## src/cor_defines.svh

```systemverilog
`ifndef COR_DEFINES_SVH
`define COR_DEFINES_SVH
// register byte addresses on the wishbone bus (index times four)
`define COR_IDX_INDIRECT 6'h00
`define COR_IDX_TIMER 6'h01
`define COR_IDX_PCL 6'h02
`define COR_IDX_STATUS 6'h03
`define COR_IDX_BRS 6'h04
`define COR_IDX_TABLE_POINTER_LOW 6'h09
`define COR_IDX_WAKE 6'h0A
`define COR_ADR_INDIRECT 8'h00
`define COR_ADR_TIMER 8'h04
`define COR_ADR_PCL 8'h08
`define COR_ADR_STATUS 8'h0C
`define COR_ADR_BRS 8'h10
`define COR_ADR_TABLE_POINTER_LOW 8'h24
`define COR_ADR_WAKE 8'h28
`define COR_ADR_CONTROL 8'h40
`define COR_ADR_PCFULL 8'h44
`define COR_ADR_INSTR 8'h48
`define COR_ADR_EVENTS 8'h4C
`define COR_ADR_STACK 8'h50
`define COR_ADR_OPERAND 8'h54
// field positions
`define COR_CTL_EDGE 4
`define COR_CTL_PSA 3
`define COR_CTL_SRC 5
`define COR_ST_TO 4
`define COR_ST_PD 3
`define COR_ST_Z 2
`define COR_ST_HC 1
`define COR_ST_C 0
`define COR_WK_PORT 6
`define COR_WK_CONV 5
`define COR_WK_EXT 4
`define COR_WAKE_MASK 8'h70
`define COR_STATUS_RESET 8'h18
`define COR_PAGE_BITS 10
`define COR_PC_BITS 12
`define COR_STACK_DEPTH 8
`define COR_MEM_DEPTH 144
`define COR_SP_BITS 3
`define COR_PRESCALE_BITS 8
`endif

```

## src/cor_pkg.sv

```systemverilog
package cor_pkg;
    typedef enum logic [3:0] {
        COR_OP_NONE = 4'h0,
        COR_OP_JMP = 4'h1,
        COR_OP_CALL = 4'h2,
        COR_OP_LONG_JUMP = 4'h3,
        COR_OP_LONG_CALL = 4'h4,
        COR_OP_RET = 4'h5,
        COR_OP_ADDPC = 4'h6,
        COR_OP_TABLE_READ = 4'h7,
        COR_OP_SLEEP = 4'h8,
        COR_OP_WDTCLR = 4'h9,
        COR_OP_WDTOUT = 4'hA,
        COR_OP_STEP = 4'hB
    } cor_op_t;
    typedef enum logic [1:0] {
        COR_IDLE = 2'b00,
        COR_SECOND = 2'b01,
        COR_ACK = 2'b10
    } cor_state_t;
endpackage

```

## src/cor_core.sv

```systemverilog
`timescale 1ns/1ps
`include "cor_defines.svh"
// Summary of operation
// [RQ1] location zero has no cell; it reaches the data address held in bank select. Below 0x10 only timer and PCL writes reach; reads there return zero.
// [RQ2] timer counts pin edges of chosen polarity or instruction cycles; readable, writable.
// [RQ3] prescaler assign clear gives prescaler to timer; timer write clears prescaler.
// [RQ4] program counter spans 4K words in 1024-word pages.
// [RQ5] reset clears the whole program counter.
// [RQ6] short jump loads only the low 10 counter bits.
// [RQ7] short call loads low 10 bits and pushes next address.
// [RQ8] long jump loads all twelve counter bits.
// [RQ9] long call loads twelve bits and pushes current address plus one.
// [RQ10] every return loads the counter from the popped stack top.
// [RQ11] adding accumulator to counter low carries into upper bits.
// [RQ12] other writes to counter low replace only the low eight bits.
// [RQ13] one cycle per instruction; branches, long jump, long call, table read take two.
// [RQ14] bank select bits 7:6 pick bank, bits 5:0 pick indirect address.
// [RQ15] time-out flag set by sleep, watchdog clear, power up; cleared by time-out.
// [RQ16] power-down flag set at power on or watchdog clear; cleared by sleep.
// [RQ17] status holds zero, half carry and carry flags in bits 2..0.
// [RQ18] wake bit 6 lets port 6 changes wake the device.
// [RQ19] software sets wake bit 5 for conversion wake during conversion.
// [RQ20] wake bit 4 lets the external pin wake the device.
// [RQ21] 0x10..0x1F shared by all banks; 0x20..0x3F per bank.
module cor_core (
    input wire logic CLK,
    input wire logic RESET_N,
    input wire logic [7:0] WB_ADR_I,
    input wire logic [31:0] WB_DAT_I,
    input wire logic [3:0] WB_SEL_I,
    input wire logic WB_WE_I,
    input wire logic WB_CYC_I,
    input wire logic WB_STB_I,
    output logic [31:0] WB_DAT_O,
    output logic WB_ACK_O,
    input wire logic TIMER_PIN,
    input wire logic PORT6_CHANGE,
    input wire logic EXT_PIN,
    input wire logic CONV_DONE,
    output logic WAKE,
    output logic [11:0] PC,
    output logic BUSY
);
    import cor_pkg::*;

    // ****************************************
    // bus decode
    // ****************************************
    cor_state_t state;
    logic req;
    logic wr;
    logic [7:0] wdata;
    logic [7:0] rdata;
    logic [11:0] opnd;
    logic [7:0] accum;
    logic [7:0] mem [0:`COR_MEM_DEPTH-1];
    logic [7:0] control;
    logic [7:0] timer;
    logic [7:0] prescale;
    logic [7:0] status;
    logic [7:0] brs;
    logic [7:0] table_pointer_low;
    logic [7:0] wake_en;
    logic [11:0] stack [0:`COR_STACK_DEPTH-1];
    logic [`COR_SP_BITS-1:0] sp;
    logic [11:0] ret_addr;
    logic [11:0] top;
    logic [12:0] add_sum;
    logic [7:0] mem_idx;
    logic mem_hit;
    logic indirect_wr;
    logic timer_wr;
    logic pcl_wr;
    logic instr_go;
    cor_op_t op;
    logic [2:0] pin_sync;
    logic [1:0] p6_sync;
    logic [2:0] ext_sync;
    logic [1:0] cd_sync;
    logic pin_edge;
    logic timer_tick;

    assign req = WB_CYC_I && WB_STB_I && state == COR_IDLE;
    assign wr = req && WB_WE_I && WB_SEL_I[0];
    assign wdata = WB_DAT_I[7:0];
    assign op = cor_op_t'(WB_DAT_I[3:0]);
    assign instr_go = wr && WB_ADR_I == `COR_ADR_INSTR;
    assign ret_addr = PC + 12'h001;
    assign top = stack[sp - 3'h1];
    assign add_sum = {1'b0, PC} + {5'h00, accum};

    // indirect: bank select low six bits name the target location
    always_comb begin
        mem_hit = 1'b0;
        mem_idx = 8'h00;
        if (brs[5:4] == 2'b01) begin
            mem_hit = 1'b1; // see [RQ21]
            mem_idx = {4'h0, brs[3:0]};
        end else if (brs[5] == 1'b1) begin
            mem_hit = 1'b1;
            mem_idx = 8'h10 + {1'b0, brs[7:6], brs[4:0]}; // see [RQ14] [RQ21]
        end
    end

    assign indirect_wr = wr && WB_ADR_I == `COR_ADR_INDIRECT; // see [RQ1]
    assign timer_wr = wr && (WB_ADR_I == `COR_ADR_TIMER ||
                             (indirect_wr && brs[5:0] == `COR_IDX_TIMER));
    assign pcl_wr = wr && (WB_ADR_I == `COR_ADR_PCL ||
                           (indirect_wr && brs[5:0] == `COR_IDX_PCL));

    always_comb begin
        rdata = 8'h00;
        unique case (WB_ADR_I)
            `COR_ADR_INDIRECT: rdata = mem_hit ? mem[mem_idx] : 8'h00; // see [RQ1]
            `COR_ADR_TIMER: rdata = timer;
            `COR_ADR_PCL: rdata = PC[7:0];
            `COR_ADR_STATUS: rdata = status;
            `COR_ADR_BRS: rdata = brs;
            `COR_ADR_TABLE_POINTER_LOW: rdata = table_pointer_low;
            `COR_ADR_WAKE: rdata = wake_en;
            `COR_ADR_CONTROL: rdata = control;
            `COR_ADR_PCFULL: rdata = PC[7:0];
            `COR_ADR_STACK: rdata = {5'h00, sp};
            `COR_ADR_OPERAND: rdata = accum;
            default: rdata = 8'h00;
        endcase
    end

    // ****************************************
    // bus handshake and instruction timing
    // ****************************************
    always_ff @(posedge CLK or negedge RESET_N) begin
        if (!RESET_N) begin
            state <= COR_IDLE;
            WB_ACK_O <= 1'b0;
            WB_DAT_O <= 32'h0000_0000;
            BUSY <= 1'b0;
        end else begin
            WB_ACK_O <= 1'b0;
            unique case (state)
                COR_IDLE: begin
                    if (req) begin
                        WB_DAT_O <= (WB_ADR_I == `COR_ADR_PCFULL) ? {20'h00000, PC}
                                    : {24'h000000, rdata};
                        if ((instr_go && op inside {COR_OP_JMP, COR_OP_CALL, COR_OP_LONG_JUMP,
                            COR_OP_LONG_CALL, COR_OP_RET, COR_OP_ADDPC, COR_OP_TABLE_READ}) ||
                            pcl_wr) begin
                            state <= COR_SECOND; // see [RQ13]
                            BUSY <= 1'b1;
                        end else begin
                            state <= COR_ACK;
                            WB_ACK_O <= 1'b1;
                        end
                    end
                end
                COR_SECOND: begin
                    state <= COR_ACK;
                    WB_ACK_O <= 1'b1;
                    BUSY <= 1'b0;
                end
                COR_ACK: state <= COR_IDLE;
                default: state <= COR_IDLE;
            endcase
        end
    end

    // ****************************************
    // program counter and stack
    // ****************************************
    always_ff @(posedge CLK or negedge RESET_N) begin
        if (!RESET_N) begin
            PC <= 12'h000; // see [RQ5]
            sp <= '0;
            for (int i = 0; i < `COR_STACK_DEPTH; i++) begin
                stack[i] <= 12'h000;
            end
        end else if (instr_go) begin
            unique case (op)
                COR_OP_JMP: PC <= {PC[11:10], opnd[9:0]}; // see [RQ4] [RQ6]
                COR_OP_CALL: begin
                    PC <= {PC[11:10], opnd[9:0]}; // see [RQ7]
                    stack[sp] <= ret_addr;
                    sp <= sp + 3'h1;
                end
                COR_OP_LONG_JUMP: PC <= opnd; // see [RQ8]
                COR_OP_LONG_CALL: begin
                    PC <= opnd; // see [RQ9]
                    stack[sp] <= ret_addr;
                    sp <= sp + 3'h1;
                end
                COR_OP_RET: begin
                    PC <= top; // see [RQ10]
                    sp <= sp - 3'h1;
                end
                COR_OP_ADDPC: PC <= add_sum[11:0]; // see [RQ11]
                COR_OP_TABLE_READ, COR_OP_STEP: PC <= ret_addr;
                default: PC <= PC;
            endcase
        end else if (pcl_wr) begin
            PC <= {PC[11:8], wdata}; // see [RQ12]
        end
    end

    // operand and accumulator staging
    always_ff @(posedge CLK or negedge RESET_N) begin
        if (!RESET_N) begin
            opnd <= 12'h000;
            accum <= 8'h00;
        end else if (wr && WB_ADR_I == `COR_ADR_OPERAND) begin
            opnd <= WB_DAT_I[11:0];
            accum <= wdata;
        end
    end

    // ****************************************
    // timer and prescaler
    // ****************************************
    always_ff @(posedge CLK or negedge RESET_N) begin
        if (!RESET_N) begin
            pin_sync <= 3'b000;
        end else begin
            pin_sync <= {pin_sync[1:0], TIMER_PIN};
        end
    end

    // edge select bit chooses falling (1) or rising (0) edge
    assign pin_edge = control[`COR_CTL_EDGE] ? (pin_sync[2] && !pin_sync[1])
                                            : (!pin_sync[2] && pin_sync[1]);
    always_comb begin
        timer_tick = control[`COR_CTL_SRC] ? pin_edge : 1'b1; // see [RQ2]
        if (!control[`COR_CTL_PSA] && timer_tick) begin
            timer_tick = prescale == ((8'h02 << control[2:0]) - 8'h01); // see [RQ3]
        end
    end

    always_ff @(posedge CLK or negedge RESET_N) begin
        if (!RESET_N) begin
            timer <= 8'h00;
            prescale <= 8'h00;
        end else if (timer_wr) begin
            timer <= wdata; // see [RQ2]
            prescale <= 8'h00; // see [RQ3]
        end else begin
            if (timer_tick) begin
                timer <= timer + 8'h01;
            end
            if (!control[`COR_CTL_PSA] && (control[`COR_CTL_SRC] ? pin_edge : 1'b1)) begin
                prescale <= timer_tick ? 8'h00 : prescale + 8'h01;
            end
        end
    end

    // ****************************************
    // status, select, table pointer, wake
    // ****************************************
    always_ff @(posedge CLK or negedge RESET_N) begin
        if (!RESET_N) begin
            status <= `COR_STATUS_RESET; // see [RQ15] [RQ16]
            control <= 8'h00;
            brs <= 8'h00;
            table_pointer_low <= 8'h00;
            wake_en <= 8'h00;
        end else begin
            if (instr_go) begin
                unique case (op)
                    COR_OP_SLEEP: begin
                        status[`COR_ST_TO] <= 1'b1; // see [RQ15]
                        status[`COR_ST_PD] <= 1'b0; // see [RQ16]
                    end
                    COR_OP_WDTCLR: begin
                        status[`COR_ST_TO] <= 1'b1; // see [RQ15]
                        status[`COR_ST_PD] <= 1'b1; // see [RQ16]
                    end
                    COR_OP_WDTOUT: status[`COR_ST_TO] <= 1'b0; // see [RQ15]
                    COR_OP_ADDPC: begin
                        status[`COR_ST_Z] <= add_sum[7:0] == 8'h00; // see [RQ17]
                        status[`COR_ST_C] <= add_sum[8];
                        status[`COR_ST_HC] <= ({1'b0, PC[3:0]} + {1'b0, accum[3:0]}) > 5'h0F;
                    end
                    default: status <= status;
                endcase
            end else if (wr && WB_ADR_I == `COR_ADR_STATUS) begin
                status[2:0] <= wdata[2:0]; // see [RQ17]
            end
            if (wr && WB_ADR_I == `COR_ADR_CONTROL) control <= wdata;
            if (wr && WB_ADR_I == `COR_ADR_BRS) brs <= wdata; // see [RQ14]
            if (wr && WB_ADR_I == `COR_ADR_TABLE_POINTER_LOW) table_pointer_low <= wdata;
            if (wr && WB_ADR_I == `COR_ADR_WAKE) wake_en <= wdata & `COR_WAKE_MASK;
        end
    end

    // data memory: 16 shared bytes then four 32-byte banks
    always_ff @(posedge CLK or negedge RESET_N) begin
        if (!RESET_N) begin
            for (int i = 0; i < `COR_MEM_DEPTH; i++) begin
                mem[i] <= 8'h00;
            end
        end else if (indirect_wr && mem_hit) begin
            mem[mem_idx] <= wdata; // see [RQ1] [RQ21]
        end
    end

    // ****************************************
    // wake sources
    // ****************************************
    always_ff @(posedge CLK or negedge RESET_N) begin
        if (!RESET_N) begin
            p6_sync <= 2'b00;
            ext_sync <= 3'b000;
            cd_sync <= 2'b00;
            WAKE <= 1'b0;
        end else begin
            p6_sync <= {p6_sync[0], PORT6_CHANGE};
            ext_sync <= {ext_sync[1:0], EXT_PIN};
            cd_sync <= {cd_sync[0], CONV_DONE};
            WAKE <= (wake_en[`COR_WK_PORT] && p6_sync[1]) // see [RQ18]
                 || (wake_en[`COR_WK_CONV] && cd_sync[1]) // see [RQ19]
                 || (wake_en[`COR_WK_EXT] && ext_sync[2] && !ext_sync[1]); // see [RQ20]
        end
    end

    // ****************************************
    // checks
    // ****************************************
    reset_pc_a: assert property (@(posedge CLK) $rose(RESET_N) |-> PC == 12'h000) // see [RQ5]
        else $error("pc not zero after reset");
    jmp_page_a: assert property (@(posedge CLK) disable iff (!RESET_N) // see [RQ6]
        instr_go && op == COR_OP_JMP |=> PC[11:10] == $past(PC[11:10]))
        else $error("short jump left page");
    long_jump_load_a: assert property (@(posedge CLK) disable iff (!RESET_N) // see [RQ8]
        instr_go && op == COR_OP_LONG_JUMP |=> PC == $past(opnd))
        else $error("long jump target wrong");
    call_push_a: assert property (@(posedge CLK) disable iff (!RESET_N) // see [RQ9]
        instr_go && op == COR_OP_LONG_CALL |=> stack[sp - 3'h1] == $past(PC) + 12'h001)
        else $error("call return address wrong");
    ret_pop_a: assert property (@(posedge CLK) disable iff (!RESET_N) // see [RQ10]
        instr_go && op == COR_OP_RET |=> PC == $past(top) && sp == $past(sp) - 3'h1)
        else $error("return did not pop");
    pcl_write_a: assert property (@(posedge CLK) disable iff (!RESET_N) // see [RQ12]
        pcl_wr && !instr_go |=> PC == {$past(PC[11:8]), $past(wdata)})
        else $error("low pc write touched upper bits");
    two_cycle_a: assert property (@(posedge CLK) disable iff (!RESET_N) // see [RQ13]
        instr_go && op == COR_OP_LONG_JUMP |=> !WB_ACK_O ##1 WB_ACK_O)
        else $error("long jump not two cycles");
    sleep_flags_a: assert property (@(posedge CLK) disable iff (!RESET_N) // see [RQ16]
        instr_go && op == COR_OP_SLEEP |=> status[4:3] == 2'b10)
        else $error("sleep flags wrong");
    timer_clear_a: assert property (@(posedge CLK) disable iff (!RESET_N) // see [RQ3]
        timer_wr |=> prescale == 8'h00 && timer == $past(wdata))
        else $error("timer write did not clear prescaler");
    jmp_low_a: assert property (@(posedge CLK) disable iff (!RESET_N) // see [RQ6]
        instr_go && op == COR_OP_JMP |=> PC[9:0] == $past(opnd[9:0]))
        else $error("short jump low bits wrong");
    call_low_a: assert property (@(posedge CLK) disable iff (!RESET_N) // see [RQ7]
        instr_go && op == COR_OP_CALL |=> PC[9:0] == $past(opnd[9:0])
            && stack[sp - 3'h1] == $past(PC) + 12'h001)
        else $error("short call wrong");
    addpc_sum_a: assert property (@(posedge CLK) disable iff (!RESET_N) // see [RQ11]
        instr_go && op == COR_OP_ADDPC |=> PC == $past(PC) + {4'h0, $past(accum)})
        else $error("relative add lost its carry");
    busy_pulse_a: assert property (@(posedge CLK) disable iff (!RESET_N) // see [RQ13]
        BUSY |=> !BUSY && WB_ACK_O)
        else $error("second cycle not followed by ack");
    wdt_flags_a: assert property (@(posedge CLK) disable iff (!RESET_N) // see [RQ15] [RQ16]
        instr_go && op == COR_OP_WDTCLR |=> status[4:3] == 2'b11)
        else $error("watchdog clear flags wrong");
    wdt_out_a: assert property (@(posedge CLK) disable iff (!RESET_N) // see [RQ15]
        instr_go && op == COR_OP_WDTOUT |=> !status[4])
        else $error("time-out flag not cleared");
    timer_step_a: assert property (@(posedge CLK) disable iff (!RESET_N) // see [RQ2]
        !timer_wr && timer_tick |=> timer == $past(timer) + 8'h01)
        else $error("timer did not count");
    wake_gate_a: assert property (@(posedge CLK) disable iff (!RESET_N) // see [RQ18] [RQ20]
        (wake_en & `COR_WAKE_MASK) == 8'h00 |=> !WAKE)
        else $error("wake raised with all sources disabled");
endmodule

```

## config.mk

```make
export PLATFORM = sky130hd
export DESIGN_NAME = cor_core
export DESIGN_NICKNAME = d
export VERILOG_FILES = /design/src/cor_pkg.sv /design/src/cor_core.sv
export VERILOG_INCLUDE_DIRS = /design/src
export SDC_FILE = /design/constraint.sdc
export NUM_CORES = 2
export LEC_CHECK = 0
export BUFFER_PORTS_ARGS = -buffer_cell sky130_fd_sc_hd__buf_2
export CAP_MARGIN = 20
export CORE_MARGIN = 8
export CORE_UTILIZATION = 60
export DETAILED_ROUTE_END_ITERATION = 8
export GPL_ROUTABILITY_DRIVEN = 0
export PLACE_DENSITY = 0.84
export SLEW_MARGIN = 20
export SYNTH_ARGS = -nofsm -noshare
export SYNTH_HDL_FRONTEND = slang
export SYNTH_SLANG_ARGS = --single-unit
```

## constraint.sdc

```tcl
create_clock -name CLK -period 4.3 [get_ports CLK]
set_input_delay 0.215 -clock CLK [delete_from_list [all_inputs] [get_ports CLK]]
set_output_delay 0.215 -clock CLK [all_outputs]
set_load 0.03 [all_outputs]
```

==> impl_results.md <==
- Largest cells by area after synthesis: dfrtp_1 55%, mux2_2 22%, o22ai_1 5.0%, o21ai_0 2.5%, clkbuf_1 1.4%
- H-tree Lvls: 4
- Sequential fraction of the synthesis area: 0.5488
- FP Rows: 117
- Synth unique cells: 95
- TritonCTS clock tree: yes
- R2r setup slk: 0.21 ns
- RSZ-0062 raised after global routing: false
- Die ar.: 113,100 um2
- CP required: 4.96 ns
- Final critical-path share of the clock period: 0.9518
- NumNets Final: 5,025
- DRC: 0
- Cells after synthesis: 4,961
- PwrDens: 383.8 nW/um2
- Worst Max-Slew Pin Slew: 1.133 ns
- Post-DP Area: 63,580 um2
- Relative slew slack: 0.2449
- Worst-case clock buffer depth: 3
- Yosys warns: 0
- Ys flop type: dfrtp_1
- Min-delay src: WB_DAT_I[3]
- CP Class: reg2reg
- Max cap viols: 0
- CTS root buf: clkbuf_16
- Post-synth ARST share: 1.000
- Most frequent cell after synthesis: dfrtp_1
- Avg Inst Size Synth: 12.41 um2
- TritonCTS buffer count: 137
- Worst reg2reg endpoint: WB_DAT_O[1]
- Top cell type's share of synthesized area: 0.5479
- WHS Endpoint: timer[3]
- Largest net degree at the start of global routing: 150
- Reg2reg path depth: 10
- Via count: 44,190
- Clk_skew: 0.03348 ns
- Worst Hold Class: in2reg
- Grt ovf: 0
- Post-CTS Setup Bufs: 0
- Wire per inst: 26.87 um
- Area occupied by multi-input gates: 26,010 um2
- Critical Path Sink Type: flip-flop
- Post-DP HPWL: 107,800 um
- #FFs+latches synth: 1,350
- CTS sink cnt: 1,350
- Slew Limit Fails: 0
- I/O pin total: 100
- Final-report setup violation count: 0
- Final ANT Viol Nets: 0
- Hold Path Depth: 3
- Crit path max fanout: 14
- Arrival time at the worst endpoint: 4.75 ns
- Die W: 336.3 um
- Worst setup SP type: flip-flop
- Number of DRC markers in iteration 0: 5,037
- Final setup TNS: 0 ns
- # fillers: 6,751
- CTS resizes: 0
- Status: completed
- P&R area growth vs syn: 10.91%
- FF/Latch Area: 33,790 um2
- Initial antenna violation count: 5
- Maximum VDD drop: 0.3412 mV
- DRT Pass-1 Iters: 7
- Vias in the first global route: 45,740
- Final worst path period need: 4.093 ns
- Buffers on Ports: 56
- Global-route usage over all layers: 0.3030
- Die Ht: 336.3 um
- Clk slew on worst S/H paths: 0.06 ns
- EDFF count, synth: 0
- Post-route cell area: 68,280 um2
- Core box area: 101,700 um2
- Vias per inst: 6.875
- Synthesized area: 61,560 um2
- Starting density of the core: 0.6051
- Worst skew pair latency: 0.77 ns
- Commonest cells in the netlist: 1,348 x dfrtp_1, 1,187 x mux2_2, 490 x o22ai_1, 312 x o21ai_0, 231 x clkbuf_1
- Global-route wire length before repair: 270,000 um
- Start of the worst register-to-register path: brs[1]
- Post-synth top area cell: dfrtp_1
- Layout cells sized above 1: 0.3529
- Achievable frequency: 244.3 MHz
- Final WL: 172,700 um
- Leak: 32.69 nW
- Final count of hold timing violations: 0
## registers in the layout, summed over array words and instances, names as in the netlist, 3 cells and up
signal,cells
mem,1152
stack,96
PC,12
WB_DAT_O,12
opnd,12
brs,8
control,8
prescale,8
table_pointer_low,8
timer,8
status,5
ext_sync,3
pin_sync,3
sp,3
wake_en,3
## repair_timing
| action | CTS | global route |
|---|---|---|
| endpoints found under the hold margin | 181 | 0 |
| setup endpoints to repair | 0 | 0 |
| hold buffers | 14 | 0 |
## cells by family (layout without fill, tap and decap cells)
group	after synthesis	after routing	synth area share
xor gates and xnor gates	31	31	0.004410
and+or+nand+nor	709	709	0.05717
other	1	22	0.00006091
buffers and inverters	425	503	0.03091
AOI/OAI and AO/OA	1166	1166	0.1192
adders and majority gates	16	16	0.003374
DFF	1350	1350	0.5488
muxes	1263	1263	0.2361
## stage by stage
stage                     power (mW)  hold WS, ns  utilization  cells  setup slack (ns)
after floorplan                13.72     -0.08059            -   4980             1.201
after global placement         14.28       0.3269       0.6249   6171            0.5033
after detailed placement       14.31       0.3261       0.6249   6171            0.5234
after CTS                      26.25      0.01847       0.6711   6426            0.4464
after global routing           26.88      0.07585       0.6711   6427            0.3323
final                          26.21      0.05152       0.6711   6428            0.2072
## worst max-delay path: stages (launching register included)
cell and delay (ns):
dfrtp_2 0.60, buf_4 0.33, nand2b_1 0.68, buf_4 0.35
nor3_1 0.07, nor3_1 0.20, o22a_1 0.20, a31oi_1 0.18
a221oi_1 0.60, nand4_1 0.41, a41oi_1 0.34
## final cells by class
class	count	area share
clock inverters	46	0.009199
well taps	1368	0.02507
multi-input cells	3205	0.3810
clock buffers	195	0.05756
repair buffers	233	0.03064
diodes	2	0.00007330
flip-flops and latches	1350	0.4949
inverters	29	0.001594
## report_power, final
group / internal, mW / switching (mW) / leakage, nW
logic: 0.326 / 0.890 / 11.7
clock network: 7.01 / 5.07 / 2.23
registers: 12.8 / 0.126 / 18.7
total: 20.1 / 6.08 / 32.7
## routing by layer
layer	vias to the layer above	wire length (um)	GRT usage
li1	18390	-	-
met3	648	17860	0.07459
met4	0	9142	0.1529
met1	22590	65790	0.3969
met5	-	0	0.0004254
met2	2566	79930	0.4720
## cells in the final DEF (no fill, tap or decap), types with 12 or more instances in the layout
master / count
a21oi_1: 99
a31oi_1: 18
a41oi_1: 35
and3_1: 15
buf_12: 34
buf_2: 47
buf_4: 138
clkbuf_1: 33
clkbuf_16: 140
clkbuf_8: 22
clkinv_2: 19
conb_1: 20
dfrtp_1: 1345
dlygate4sd3_1: 14
ha_1: 15
inv_1: 28
mux2_2: 1187
mux2i_1: 36
mux4_2: 32
nand2_1: 207
nand2b_1: 23
nand3_1: 33
nand4_1: 24
nor2_1: 181
nor2_2: 86
nor2_4: 12
nor2b_1: 13
nor3_1: 48
o211ai_1: 15
o21a_1: 43
o21ai_0: 312
o221ai_1: 16
o22ai_1: 490
o31ai_1: 20
xnor2_1: 21
## worst max-delay path by stage
stage	from	end	slack, ns
final	brs[1]	WB_DAT_O[1]	0.21
after global routing	brs[1]	WB_DAT_O[1]	0.33
after detailed placement	brs[1]	WB_DAT_O[1]	0.52
after global placement	brs[1]	WB_DAT_O[1]	0.50
after CTS	brs[1]	WB_DAT_O[1]	0.45
after floorplan	sp[0]	PC[9]	1.20
(Power assumes the default switching activity.)
